===== src/sra_pkg.sv =====
// Purpose: shared constants and types for the serial register access port
// Assumes: byte-wide registers, 15-bit address, 24-bit frames
// Notes:   indices below are byte addresses seen on the serial link
package sra_pkg;

	localparam int ADDR_W    = 15;
	localparam int DATA_W    = 8;
	localparam int HDR_BITS  = 16;
	localparam int BYTE_BITS = 8;
	localparam int CORES     = 6;
	localparam int INPUTS    = 4;
	localparam int REG_COUNT = 26;

	// register byte indices
	localparam int IDX_CFG     = 0;
	localparam int IDX_BANDGAP = 1;
	localparam int IDX_TERM    = 2;
	localparam int IDX_OFS     = 6;
	localparam int IDX_GAIN    = 18;
	localparam int IDX_FS      = 24;

	// config byte fields
	localparam int CFG_DESC_BIT = 0;
	localparam int CFG_HOLD_BIT = 1;

	// reset values
	localparam logic [7:0]  RST_CFG     = 8'h00;
	localparam logic [7:0]  RST_BANDGAP = 8'h80;
	localparam logic [7:0]  RST_TERM    = 8'h80;
	localparam logic [15:0] RST_OFS     = 16'h0000;
	localparam logic [7:0]  RST_GAIN    = 8'h80;
	localparam logic [15:0] RST_FS      = 16'h8000;
	// {sdi, sclk, chip_select_n} idle levels
	localparam logic [2:0]  PIN_RST     = 3'b001;

	typedef enum logic [1:0] {
		ST_IDLE   = 2'b00,
		ST_HEADER = 2'b01,
		ST_DATA   = 2'b10,
		ST_HALT   = 2'b11
	} frame_state_t;

	function automatic logic addr_ok(input logic [ADDR_W-1:0] a);
		return int'(a) < REG_COUNT;
	endfunction

	function automatic logic [7:0] reset_byte(input int i);
		logic [7:0] v;
		v = 8'h00;
		if (i == IDX_CFG) v = RST_CFG;
		else if (i == IDX_BANDGAP) v = RST_BANDGAP;
		else if (i < IDX_OFS) v = RST_TERM;
		else if (i < IDX_GAIN) v = ((i - IDX_OFS) % 2 == 1) ? RST_OFS[15:8] : RST_OFS[7:0];
		else if (i < IDX_FS) v = RST_GAIN;
		else v = (i == IDX_FS) ? RST_FS[7:0] : RST_FS[15:8];
		return v;
	endfunction

endpackage


===== src/pin_sync.sv =====
// Purpose: three-stage synchroniser for the serial pins
// Assumes: pins are asynchronous to clk
// Notes:   output changes only once stages two and three agree
`timescale 1ns/1ps
`default_nettype none
module pin_sync import sra_pkg::*; (
	// clock and reset
	input  wire logic       clk,
	input  wire logic       resetn,
	// raw pins and filtered levels
	input  wire logic [2:0] pin_in,
	output var  logic [2:0] pin_out
);

	logic [2:0] s1_r;
	logic [2:0] s2_r;
	logic [2:0] s3_r;

	genvar g;
	generate
		for (g = 0; g < 3; g++) begin : g_bit
			always_ff @(posedge clk) begin
				if (!resetn) begin
					s1_r[g]    <= PIN_RST[g];
					s2_r[g]    <= PIN_RST[g];
					s3_r[g]    <= PIN_RST[g];
					pin_out[g] <= PIN_RST[g];
				end else begin
					s1_r[g] <= pin_in[g];
					s2_r[g] <= s1_r[g];
					s3_r[g] <= s2_r[g];
					if (s2_r[g] == s3_r[g]) begin
						pin_out[g] <= s3_r[g];
					end
				end
			end
		end
	endgenerate

endmodule
`default_nettype wire


===== src/reg_store.sv =====
// Purpose: byte register file holding config and trim values
// Assumes: one serial write port, one calibration port for offsets
// Notes:   calibration update wins over a serial write in the same cycle
`timescale 1ns/1ps
`default_nettype none
module reg_store import sra_pkg::*; (
	// clock and reset
	input  wire logic              clk,
	input  wire logic              resetn,
	// serial access
	input  wire logic              wr_en,
	input  wire logic [ADDR_W-1:0] wr_addr,
	input  wire logic [7:0]        wr_data,
	input  wire logic [ADDR_W-1:0] rd_addr,
	output logic      [7:0]        rd_data,
	// offset calibration
	input  wire logic              offset_cal_enable,
	input  wire logic              cal_ofs_wr,
	input  wire logic [2:0]        cal_ofs_core,
	input  wire logic [15:0]       cal_ofs_value,
	// variant strap
	input  wire logic [INPUTS-1:0] chan_present,
	// register contents
	output logic                   address_direction_sel,
	output logic                   stream_disable,
	output logic      [7:0]        bandgap_trim,
	output var  logic [31:0]       termination_trim,
	output logic      [95:0]       core_offset_trim,
	output logic      [47:0]       core_gain_trim,
	output logic      [15:0]       fullscale_adjust
);

	logic [7:0]        mem_r [REG_COUNT];
	logic [INPUTS-1:0] present_r;

	assign rd_data = addr_ok(rd_addr) ? mem_r[rd_addr[4:0]] : 8'h00;

	always_ff @(posedge clk) begin
		if (!resetn) begin
			for (int i = 0; i < REG_COUNT; i++) begin
				mem_r[i] <= reset_byte(i);
			end
		end else begin
			// gain bytes are reached only through this serial path
			if (wr_en && addr_ok(wr_addr)) begin
				mem_r[wr_addr[4:0]] <= wr_data;
			end
			if (cal_ofs_wr && offset_cal_enable && cal_ofs_core < 3'h6) begin
				mem_r[IDX_OFS + 2 * int'(cal_ofs_core)]     <= cal_ofs_value[7:0];
				mem_r[IDX_OFS + 2 * int'(cal_ofs_core) + 1] <= cal_ofs_value[15:8];
			end
		end
	end

	always_ff @(posedge clk) begin
		if (!resetn) present_r <= '0;
		else present_r <= chan_present;
	end

	assign address_direction_sel = mem_r[IDX_CFG][CFG_DESC_BIT];
	assign stream_disable        = mem_r[IDX_CFG][CFG_HOLD_BIT];
	assign bandgap_trim          = mem_r[IDX_BANDGAP];
	assign fullscale_adjust      = {mem_r[IDX_FS + 1], mem_r[IDX_FS]};

	genvar g;
	generate
		for (g = 0; g < CORES; g++) begin : g_core
			assign core_offset_trim[g*16 +: 16] = {mem_r[IDX_OFS + 2*g + 1], mem_r[IDX_OFS + 2*g]};
			assign core_gain_trim[g*8 +: 8]     = mem_r[IDX_GAIN + g];
		end
		for (g = 0; g < INPUTS; g++) begin : g_term
			// absent inputs keep their byte but drive nothing
			always_ff @(posedge clk) begin
				if (!resetn) termination_trim[g*8 +: 8] <= 8'h00;
				else termination_trim[g*8 +: 8] <= present_r[g] ? mem_r[IDX_TERM + g] : 8'h00;
			end
		end
	endgenerate
endmodule
`default_nettype wire


===== src/serial_register_access_port.sv =====
// Purpose: serial register access slave, 24-bit frames with streaming
// Assumes: pins asynchronous to clk; host drives sdi before sclk rises
// Notes:   sdo changes after falling sclk, host samples on rising
// Notes on behaviour
// chip select low frames access, else ignored
// input bits taken on rising serial clock
// no minimum serial clock rate, no timeouts
// one access is a 24-bit frame
// all fields shifted most significant bit first
// multi-byte registers stored little-endian
// output undriven in writes and read header
// first bit one reads, zero writes
// next fifteen bits carry register address
// write loads last eight bits into register
// read ignores last eight, drives register out
// streaming continues same direction while selected
// address steps up, or down if selected
// stream disable stops after first frame
// host avoids access during calibration
// gain trims never changed by calibration
// absent input trims writable but inert
// separate offset trim per core zero-five
// one full-scale adjust shared by inputs
// host leaves offsets alone during offset calibration
// partial frame discarded, counters cleared
`timescale 1ns/1ps
`default_nettype none
module serial_register_access_port import sra_pkg::*; (
	// clock and reset
	input  wire logic              clk,
	input  wire logic              resetn,
	// serial pins
	input  wire logic              chip_select_n,
	input  wire logic              sclk,
	input  wire logic              sdi,
	output var  logic              sdo,
	output var  logic              sdo_oe,
	// offset calibration engine
	input  wire logic              offset_cal_enable,
	input  wire logic              cal_ofs_wr,
	input  wire logic [2:0]        cal_ofs_core,
	input  wire logic [15:0]       cal_ofs_value,
	// variant strap
	input  wire logic [INPUTS-1:0] chan_present,
	// configuration
	output logic                   address_direction_sel,
	output logic                   stream_disable,
	// trims
	output logic      [7:0]        bandgap_trim,
	output logic      [31:0]       termination_trim,
	output logic      [95:0]       core_offset_trim,
	output logic      [47:0]       core_gain_trim,
	output logic      [15:0]       fullscale_adjust
);

	// ***************************************************
	// pin sampling
	// ***************************************************

	logic [2:0] pin_s;
	logic       sclk_d_r;
	logic       cs_low;
	logic       sdi_s;
	logic       sclk_rise;
	logic       sclk_fall;

	pin_sync u_sync (
		.clk     (clk),
		.resetn  (resetn),
		.pin_in  ({sdi, sclk, chip_select_n}),
		.pin_out (pin_s)
	);

	always_ff @(posedge clk) begin
		if (!resetn) sclk_d_r <= PIN_RST[1];
		else sclk_d_r <= pin_s[1];
	end

	assign cs_low    = ~pin_s[0];
	assign sdi_s     = pin_s[2];
	assign sclk_rise = pin_s[1] & ~sclk_d_r;
	assign sclk_fall = ~pin_s[1] & sclk_d_r;

	// ***************************************************
	// frame engine
	// ***************************************************

	frame_state_t      st_r;
	logic [4:0]        hdr_cnt_r;
	logic [2:0]        bit_cnt_r;
	logic [14:0]       hdr_r;
	logic              rw_r;
	logic [ADDR_W-1:0] addr_r;
	logic [6:0]        data_r;
	logic              byte_end;

	assign byte_end = st_r == ST_DATA && sclk_rise && bit_cnt_r == 3'h7;

	// every event waits on an edge only, so a paused clock is harmless
	always_ff @(posedge clk) begin
		if (!resetn) begin
			st_r      <= ST_IDLE;
			hdr_cnt_r <= 5'h00;
			bit_cnt_r <= 3'h0;
			hdr_r     <= 15'h0000;
			rw_r      <= 1'b0;
			addr_r    <= '0;
			data_r    <= 7'h00;
		end else if (!cs_low) begin
			st_r      <= ST_IDLE;
			hdr_cnt_r <= 5'h00;
			bit_cnt_r <= 3'h0;
		end else begin
			case (st_r)
				ST_IDLE, ST_HEADER: begin
					st_r <= ST_HEADER;
					if (sclk_rise) begin
						hdr_r     <= {hdr_r[13:0], sdi_s};
						hdr_cnt_r <= hdr_cnt_r + 5'h01;
						if (hdr_cnt_r == 5'(HDR_BITS - 1)) begin
							st_r   <= ST_DATA;
							rw_r   <= hdr_r[14];
							addr_r <= {hdr_r[13:0], sdi_s};
						end
					end
				end
				ST_DATA: begin
					if (sclk_rise) begin
						data_r    <= {data_r[5:0], sdi_s};
						bit_cnt_r <= bit_cnt_r + 3'h1;
						if (bit_cnt_r == 3'(BYTE_BITS - 1)) begin
							bit_cnt_r <= 3'h0;
							if (stream_disable) begin
								st_r <= ST_HALT;
							end else if (address_direction_sel) begin
								addr_r <= addr_r - 15'h0001;
							end else begin
								addr_r <= addr_r + 15'h0001;
							end
						end
					end
				end
				ST_HALT: begin
					st_r <= ST_HALT;
				end
				default: begin
					st_r <= ST_IDLE;
				end
			endcase
		end
	end

	// ***************************************************
	// register write
	// ***************************************************

	logic              wr_stb_r;
	logic [ADDR_W-1:0] wr_addr_r;
	logic [7:0]        wr_data_r;
	logic [7:0]        rd_data;

	// a write lands only when all 24 bits have arrived
	always_ff @(posedge clk) begin
		if (!resetn) begin
			wr_stb_r  <= 1'b0;
			wr_addr_r <= '0;
			wr_data_r <= 8'h00;
		end else begin
			wr_stb_r <= cs_low && byte_end && !rw_r;
			if (cs_low && byte_end) begin
				wr_addr_r <= addr_r;
				wr_data_r <= {data_r, sdi_s};
			end
		end
	end

	reg_store u_regs (
		.clk                   (clk),
		.resetn                (resetn),
		.wr_en                 (wr_stb_r),
		.wr_addr               (wr_addr_r),
		.wr_data               (wr_data_r),
		.rd_addr               (addr_r),
		.rd_data               (rd_data),
		.offset_cal_enable     (offset_cal_enable),
		.cal_ofs_wr            (cal_ofs_wr),
		.cal_ofs_core          (cal_ofs_core),
		.cal_ofs_value         (cal_ofs_value),
		.chan_present          (chan_present),
		.address_direction_sel (address_direction_sel),
		.stream_disable        (stream_disable),
		.bandgap_trim          (bandgap_trim),
		.termination_trim      (termination_trim),
		.core_offset_trim      (core_offset_trim),
		.core_gain_trim        (core_gain_trim),
		.fullscale_adjust      (fullscale_adjust)
	);

	// ***************************************************
	// read data out
	// ***************************************************

	logic [6:0] sh_r;

	always_ff @(posedge clk) begin
		if (!resetn) begin
			sdo    <= 1'b0;
			sdo_oe <= 1'b0;
			sh_r   <= 7'h00;
		end else if (!cs_low || st_r != ST_DATA || !rw_r) begin
			sdo    <= 1'b0;
			sdo_oe <= 1'b0;
		end else if (sclk_fall) begin
			sdo_oe <= 1'b1;
			if (bit_cnt_r == 3'h0) begin
				sdo  <= rd_data[7];
				sh_r <= rd_data[6:0];
			end else begin
				sdo  <= sh_r[6];
				sh_r <= {sh_r[5:0], 1'b0};
			end
		end
	end

	// header and shifter taps watched by the checks
	logic              hdr_done;
	logic              hdr_rw;
	logic [ADDR_W-1:0] hdr_addr;
	logic              sh_msb;

	assign hdr_done = st_r == ST_HEADER && cs_low && sclk_rise && hdr_cnt_r == 5'(HDR_BITS - 1);
	assign hdr_rw   = hdr_r[14];
	assign hdr_addr = {hdr_r[13:0], sdi_s};
	assign sh_msb   = sh_r[6];
endmodule
`default_nettype wire


===== config.mk =====
export PLATFORM = sky130hd
export DESIGN_NAME = serial_register_access_port
export DESIGN_NICKNAME = d
export VERILOG_FILES = /design/src/sra_pkg.sv /design/src/pin_sync.sv /design/src/reg_store.sv /design/src/serial_register_access_port.sv
export SDC_FILE = /design/constraint.sdc
export NUM_CORES = 1
export LEC_CHECK = 0
export BUFFER_PORTS_ARGS = -buffer_cell sky130_fd_sc_hd__clkbuf_2
export CAP_MARGIN = 20
export CORE_UTILIZATION = 58
export CTS_CLUSTER_SIZE = 16
export DETAILED_ROUTE_END_ITERATION = 10
export MAX_ROUTING_LAYER = met4
export PLACE_DENSITY = 0.8
export SLEW_MARGIN = 25
export SYNTH_ARGS = -nofsm -noshare
export SYNTH_HDL_FRONTEND = slang
export SYNTH_SLANG_ARGS = --single-unit

===== constraint.sdc =====
create_clock -name clk -period 3.5 [get_ports clk]
set_input_delay 0.7 -clock clk [delete_from_list [all_inputs] [get_ports clk]]
set_output_delay 0.7 -clock clk [all_outputs]
set_load 0.01 [all_outputs]

==> results of run 1 <==
-- stage by stage --
step | area (µm²) | hold slack [ps] | total power, mW | worst slack (ps) | util
5_1_grt | 21160 | 362.4 | 10.09 | 507.9 | 0.6846
3_3_place_gp | 19890 | 400.4 | 5.752 | 598.5 | 0.6433
3_5_place_dp | 19890 | 420.7 | 5.763 | 497.0 | 0.6433
4_1_cts | 21160 | 342.5 | 9.865 | 697.0 | 0.6846
6_report | 21160 | 349.8 | 9.886 | 636.4 | 0.6846
2_1_floorplan | 18510 | 386.3 | 5.466 | 486.0 | -
-- registers in the layout, summed over array words and instances, names as in the netlist, named ones only --
signal	cells
u_sync.s1_r	3
u_sync.s3_r	3
sdo	1
wr_stb_r	1
u_regs.termination_trim	32
hdr_r	15
st_r	2
bit_cnt_r	3
u_regs.present_r	4
sdo_oe	1
wr_data_r	8
sclk_d_r	1
u_sync.s2_r	3
rw_r	1
sh_r	7
data_r	7
addr_r	15
wr_addr_r	15
u_sync.pin_out	3
u_regs.mem_r	256
hdr_cnt_r	5
-- area by class of cell --
type,instances,area [µm²],share of cell area
Sequential cell,391,10410,0.4918
Multi-Input combinational cell,943,7352,0.3474
Timing Repair Buffer,286,1579,0.07462
Clock buffer,67,1184,0.05594
Tap cell,396,495.5,0.02342
Clock inverter,6,91.34,0.004316
Inverter,14,52.55,0.002483
-- power groups by stage --
stage | Sequential [mW] | Clock (mW) | Combinational [mW]
after global placement | 5.26 | 0 | 0.495
final | 5.17 | 4.20 | 0.517
after global routing | 5.17 | 4.38 | 0.538
after floorplan | 5.25 | 0 | 0.213
after detailed placement | 5.26 | 0 | 0.502
after CTS | 5.16 | 4.20 | 0.504
-- layer usage --
layer  vias to the layer above  GRT usage
met1                      6787     0.4405
met4                         0     0.1867
met3                       266    0.07417
li1                       5954          -
met5                         -          -
met2                      1148     0.5410
-- how the worst min path moves through the flow --
stage	start	cells after the start	endpoint	slack, ps
6_report	chan_present[0]	2	u_regs.present_r[0]$_SDFF_PN0_	350
5_1_grt	chan_present[2]	2	u_regs.present_r[2]$_SDFF_PN0_	360
4_1_cts	chan_present[0]	2	u_regs.present_r[0]$_SDFF_PN0_	340
3_5_place_dp	u_sync.s1_r[0]$_SDFF_PN1_	1	u_sync.s2_r[0]$_SDFF_PN1_	420
3_3_place_gp	u_sync.s1_r[0]$_SDFF_PN1_	1	u_sync.s2_r[0]$_SDFF_PN1_	400
2_1_floorplan	u_sync.s1_r[0]$_SDFF_PN1_	1	u_sync.s2_r[0]$_SDFF_PN1_	390
-- synthesized netlist by cell type, types with 4 or more instances --
master and instances:
a31oi_1 8, nor3_2 12, nand2b_1 11, buf_4 7
nand4_1 5, o211ai_1 27, and2_1 44, and3_1 36
mux4_2 56, nor3_4 10, ha_1 19, or3_1 4
nand2_1 182, xor2_1 6, mux2_2 8, a22o_1 171
buf_1 5, nor2b_1 16, or2_2 4, buf_2 33
a21boi_0 51, xnor2_1 6, o21ai_0 44, a211oi_1 15
mux4_1 10, inv_1 13, nand3_1 14, mux2i_1 19
edfxtp_1 256, a21oi_1 44, dfxtp_1 135, nor2_1 35
clkbuf_1 116
-- placed cells by master, fill, tap and decap left out, types with 14 or more instances in the layout --
cell type	netlist	routed
nand2_1	182	182
a22o_1	171	171
ha_1	19	19
conb_1	1	32
mux2i_1	19	19
a21boi_0	51	51
and2_1	44	44
and3_1	36	36
mux4_2	56	56
nor2b_1	16	16
buf_4	7	53
dfxtp_1	135	124
o21ai_0	44	43
nor2_1	35	35
a211oi_1	15	15
edfxtp_1	256	256
clkbuf_2	0	232
a21oi_1	44	44
clkbuf_16	0	41
nand3_1	14	14
clkbuf_1	116	20
o211ai_1	27	27
-- cells by family (layout without fill, tap and decap cells) --
group                    count (synthesis)  count (layout)
buffers and inverters                  178             373
other                                    1              32
multiplexers                            93              93
flip-flops                             391             391
XOR/XNOR                                12              12
AO/OA/AOI/OAI                          383             383
adder cells (fa/ha/maj)                 20              20
AND/OR/NAND/NOR                        403             403
==> flow_summary.json, run 1 <==
{
  "ys_seq_elements": 391,
  "cts.clk_slew.worst_paths_ps": 60,
  "numPlacedInstances": 2030,
  "cts_tree": "built",
  "clk_latency_ps": 560,
  "floorplan.initialDensity": 0.5950,
  "min_period_ps": 2864,
  "cts_root_buf": "clkbuf_16",
  "dp_hpwl_um": 37890,
  "first_global_vias": 13540,
  "post-cts-setup-buffers": 0,
  "crit-reg2reg-capture": "addr_r[13]$_SDFFE_PN0P_",
  "p_sw_frac": 0.2279,
  "grt_start_max_net_pins": 133,
  "synth_edf_count": 256,
  "p_clk_frac": 0.425,
  "avgSynthCellArea_um2": 12.42,
  "stdcell_count": 2103,
  "async_flop_share": 0,
  "worstSetupPathType": "reg2reg",
  "gp_congestion": 0.9249,
  "dieArea_um2": 32430,
  "rrSetupSlack_ps": 640,
  "coreArea_um2": 30910,
  "yosys.area_share.simple": 0.1191,
  "wl_met2_um": 25960,
  "via_per_inst": 6.731,
  "cts_sinks": 391,
  "drc": 0,
  "wl_met1_um": 19170,
  "critPathTopFamily": "compound AO/OA/AOI/OAI gates",
  "hold_viol": 0,
  "fin_crit_sh": 0.8182,
  "drtIter0Drc": 1909,
  "cellPowerDensity_nw_per_um2": 467.2,
  "yosys_warnings": 0,
  "die_x_um": 180.1,
  "end_kind": "register",
  "die_h_um": 180.1,
  "grt_pass1_wl_um": 83180,
  "crit_path_max_fanout": 17,
  "reg2reg_depth": 8,
  "cp-startpoint": "u_regs.mem_r[0][0]$_DFFE_PP_",
  "first_pass_iters": 6,
  "grt_usage": 0.3518,
  "cts_buffer_depth": 3,
  "critPathLaunchType": "register",
  "nFillCells": 2143,
  "antenna_found_initial": 1,
  "max_stage_delay_ps": 840,
  "htree_levels": 2,
  "overflow": 0,
  "internal-power_mw": 7.633,
  "cts-buffers-inserted": 40,
  "diodes": 0,
  "wire_per_inst_um": 26.53,
  "ys_seq_area_frac": 0.5649,
  "tightestPinTransition_ps": 1068,
  "cp.arrival_ps": 3320,
  "wl_um": 55800,
  "fmax_ghz": 0.3492,
  "drive_gt1_frac": 0.2642,
  "maxUsedRoutingLayer": "met4",
  "synth_top_family_by_area": "compound AO/OA/AOI/OAI gates",
  "path_buf_inv": 0,
  "crit_required_ps": 3950,
  "ys_types": 68,
  "yosys.area_share.xor_xnor": 0.005714,
  "switching_power_mw": 2.253,
  "r2r-start": "u_regs.mem_r[0][0]$_DFFE_PP_",
  "tns_ps": 0,
  "path_depth": 8,
  "synthToLayoutAreaGrowth_pct": 15.05,
  "worstPathCellList": "ha_1 > a21o_1 > a21oi_1 > o21ai_1 > a31oi_1 > o21ai_0 > mux2_2 > a41oi_1",
  "synth_flop_cell": "edfxtp_1",
  "synth_area_leader_cell": "edfxtp_1",
  "grt_setup_unrepaired": "false",
  "synth_compound_area_frac": 0.1563,
  "pwr-share-seq": 0.523,
  "netlist_instances": 1481,
  "irDropWorstVdd_mv": 0.3447,
  "postRouteAntennaNets": 0,
  "synthMuxAreaShare": 0.09810,
  "outcome": "completed",
  "synth_area_um2": 18390,
  "nets": 1726,
  "setup.worst_path.end": "addr_r[13]$_SDFFE_PN0P_",
  "cts_hold_buf": 0,
  "io_buffers": 233,
  "num_vias": 14160,
  "synth_fa_ha_area_frac": 0.01401,
  "crit_path_top_delay_cell": "edfxtp_1",
  "p_leak_nw": 7.970,
  "routed-wl-met3_um": 7214,
  "drv_slew": 0,
  "finClkSkew_ps": 30.55,
  "cap_violations": 0,
  "slew_headroom": 0.2883,
  "post_cts_resized": 0,
  "setup_viol": 0,
  "pwr-share-comb": 0.052,
  "io_pins": 234,
  "min-delay-path-class": "in2reg",
  "synth.top_cells.by_area": "edfxtp_1, dfxtp_1, a22o_1, mux4_2, nand2_1",
  "num_rows": 64,
  "yosysTopAreaCellShare": 0.4180
}
Note: power is estimated with default switching activity, not from simulation.
==> run 2: changes to the inputs <==
ABC_AREA = 1   (was unset)
CORE_UTILIZATION = 53   (was 58)
PLACE_DENSITY = 0.77   (was 0.8)
clock period = 2.35 ns   (was 3.5 ns; I/O delays follow)
==> run 2 against run 1 <==
Net effect: first-iteration DRC count is 28% higher; design area is 7.6% higher; hold slack worse by 240 ps; synthesized cell count is 51% higher; sequential share of layout area is 3.5 points lower; total power is 58% higher; combinational power is 85% higher; critical path type unchanged; largest cell class unchanged; largest power group unchanged.
==> flow_summary.json, run 2 <==
{
  "first_pass_iters": 10,
  "tns_ps": 0,
  "cp-startpoint": "wr_addr_r[1]$_SDFFE_PN0P_",
  "grt_pass1_wl_um": 97850,
  "tightestPinTransition_ps": 712.9,
  "cts-buffers-inserted": 42,
  "stdcell_count": 3027,
  "ys_types": 46,
  "postRouteAntennaNets": 0,
  "synth.top_cells.by_area": "edfxtp_1, dfxtp_1, nand2_1, nand3_1, o21ai_0",
  "drtIter0Drc": 2446,
  "final_util": 0.6561,
  "cp.arrival_ps": 2450,
  "ys_seq_elements": 391,
  "die_x_um": 190.5,
  "crit_top_cell": "nand2_1",
  "ys_seq_area_frac": 0.5520,
  "cts.clk_slew.worst_paths_ps": 60,
  "setup_slack_ps": 122.4,
  "yosys-top-cells-count": "nand2_1, nand3_1, edfxtp_1",
  "synth_area_leader_cell": "edfxtp_1",
  "overflow": 0,
  "cts_buffer_depth": 3,
  "clk_latency_ps": 560,
  "nFillCells": 2832,
  "layout_commonest_cell": "nand2_1",
  "async_flop_share": 0,
  "coreArea_um2": 34710,
  "synth_area_um2": 18820,
  "reg2reg_depth": 8,
  "layout_common_cells": "nand2_1, nand3_1, edfxtp_1, clkbuf_2",
  "synth_most_common_cell": "nand2_1",
  "largest_reg_flops": 256,
  "setup_viol": 0,
  "p_leak_nw": 9.646,
  "io_pins": 234,
  "yosys_warnings": 0,
  "cts_root_buf": "clkbuf_16",
  "cts_sinks": 391,
  "end_kind": "register",
  "min-delay-path-class": "in2reg",
  "min_period_ps": 2228,
  "cts_tree": "built",
  "dieArea_um2": 36270,
  "grt_start_max_net_pins": 79,
  "synthToLayoutAreaGrowth_pct": 21.00,
  "drv_slew": 0,
  "r2r-start": "wr_addr_r[1]$_SDFFE_PN0P_",
  "nets": 2588,
  "antenna_found_initial": 1,
  "synth_flop_cell": "edfxtp_1",
  "dpl_worst_slack_ps": -61.85,
  "top_register": "u_regs.mem_r",
  "via_per_inst": 5.891,
  "dp_hpwl_um": 47980,
  "worstPathCellList": "inv_2 > a21oi_1 > nor2_2 > nand2_4 > nor2_1 > buf_4 > nand2_1 > nand2_1",
  "yosysTopAreaCellShare": 0.4084,
  "htree_levels": 2,
  "rrSetupSlack_ps": 120,
  "worstSetupPathType": "reg2reg",
  "finClkSkew_ps": 25.20,
  "critPathLaunchType": "register",
  "grt_usage": 0.3769,
  "crit_required_ps": 2570,
  "io_buffers": 233,
  "setup.worst_path.end": "u_regs.mem_r[21][1]$_DFFE_PP_",
  "fmax_ghz": 0.4489,
  "drc": 0,
  "netlist_instances": 2236,
  "grt_setup_unrepaired": "false",
  "num_rows": 68,
  "fin_crit_sh": 0.9479,
  "cellPowerDensity_nw_per_um2": 686.1,
  "outcome": "completed",
  "wl_um": 67180,
  "gp_congestion": 1.032,
  "max_stage_delay_ps": 420,
  "reg.largest.list": "u_regs.mem_r x256, u_regs.termination_trim x32",
  "drive_gt1_frac": 0.1868,
  "crit_path_top_delay_cell": "dfxtp_1",
  "cap_violations": 0,
  "fin_worst_hold_slack_ps": 112.5,
  "numPlacedInstances": 2949,
  "crit_path_max_fanout": 8,
  "floorplan.initialDensity": 0.5422,
  "crit-reg2reg-capture": "u_regs.mem_r[21][1]$_DFFE_PP_",
  "first_global_vias": 16360,
  "irDropWorstVdd_mv": 0.4814,
  "num_vias": 17830,
  "slew_headroom": 0.5242,
  "wire_per_inst_um": 22.19,
  "avgSynthCellArea_um2": 8.418,
  "synth_edf_count": 256,
  "hold_viol": 0,
  "die_h_um": 190.5,
  "post-cts-setup-buffers": 0
}
run 2: where the power goes:
part / internal, mW / leakage, nW / switching (mW)
Sequential: 7.55 / 3.54 / 0.165
Clock: 4.17 / 0.709 / 2.79
Combinational: 0.306 / 5.40 / 0.649
run 2: stage by stage:
stage | area [µm²] | power, mW
2_1_floorplan | 18940 | 8.214
3_3_place_gp | 21330 | 8.758
3_5_place_dp | 21330 | 8.776
4_1_cts | 22770 | 15.58
5_1_grt | 22770 | 15.95
6_report | 22780 | 15.63
run 2: worst min-delay path by stage:
stage                              startpoint                        end  slack (ps)  depth (start not counted)
floorplan           u_sync.s1_r[1]$_SDFF_PN0_  u_sync.s2_r[1]$_SDFF_PN0_         390                          2
global placement    u_sync.s1_r[0]$_SDFF_PN1_  u_sync.s2_r[0]$_SDFF_PN1_         400                          1
detailed placement  u_sync.s1_r[0]$_SDFF_PN1_  u_sync.s2_r[0]$_SDFF_PN1_         400                          1
CTS                             chip_select_n  u_sync.s1_r[0]$_SDFF_PN1_         100                          2
global route                    chip_select_n  u_sync.s1_r[0]$_SDFF_PN1_         100                          2
finish                          chip_select_n  u_sync.s1_r[0]$_SDFF_PN1_         110                          2
run 2: critical path: cells and delay by family (launching register included):
kind | cells | cell delay [ps]
buffers and inverters | 2 | 370
AO/OA/AOI/OAI | 1 | 100
flip-flops | 1 | 420
AND/OR/NAND/NOR | 5 | 1020
run 2: cell families after synthesis:
kind of cell	count (synthesis)	synth area share
adders and majority gates	20	0.01369
xor gates and xnor gates	8	0.003723
other	1	0.0001992
DFF	391	0.5520
and+or+nand+nor	1155	0.2636
AOI/OAI and AO/OA	333	0.09672
buffers and inverters	328	0.07013
run 2: metal layers:
| metal | up-vias | global-route usage | part of all wire |
|---|---|---|---|
| met3 | 261 | 0.09109 | 0.14 |
| met2 | 1314 | 0.5680 | 0.45 |
| met1 | 8138 | 0.4755 | 0.36 |
| li1 | 8119 | - | - |
| met5 | - | - | 0 |
| met4 | 0 | 0.1840 | 0.057 |
run 2: area by class of cell:
class | instances | area (µm²) | share of cell area
antenna | 2 | 5.005 | 0.0002197
clock buffer | 58 | 1215 | 0.05334
clock inverter | 18 | 222.7 | 0.009778
inverter | 183 | 688.2 | 0.03021
multi-input combinational | 1548 | 7234 | 0.3176
sequential | 391 | 10400 | 0.4564
tap | 455 | 569.3 | 0.02499
timing repair buffer | 372 | 2447 | 0.1074
run 2: what timing repair did:
item,4_1_cts,5_1_grt
resized for setup,0,1
setup endpoints to repair,0,16
hold buffers,0,0
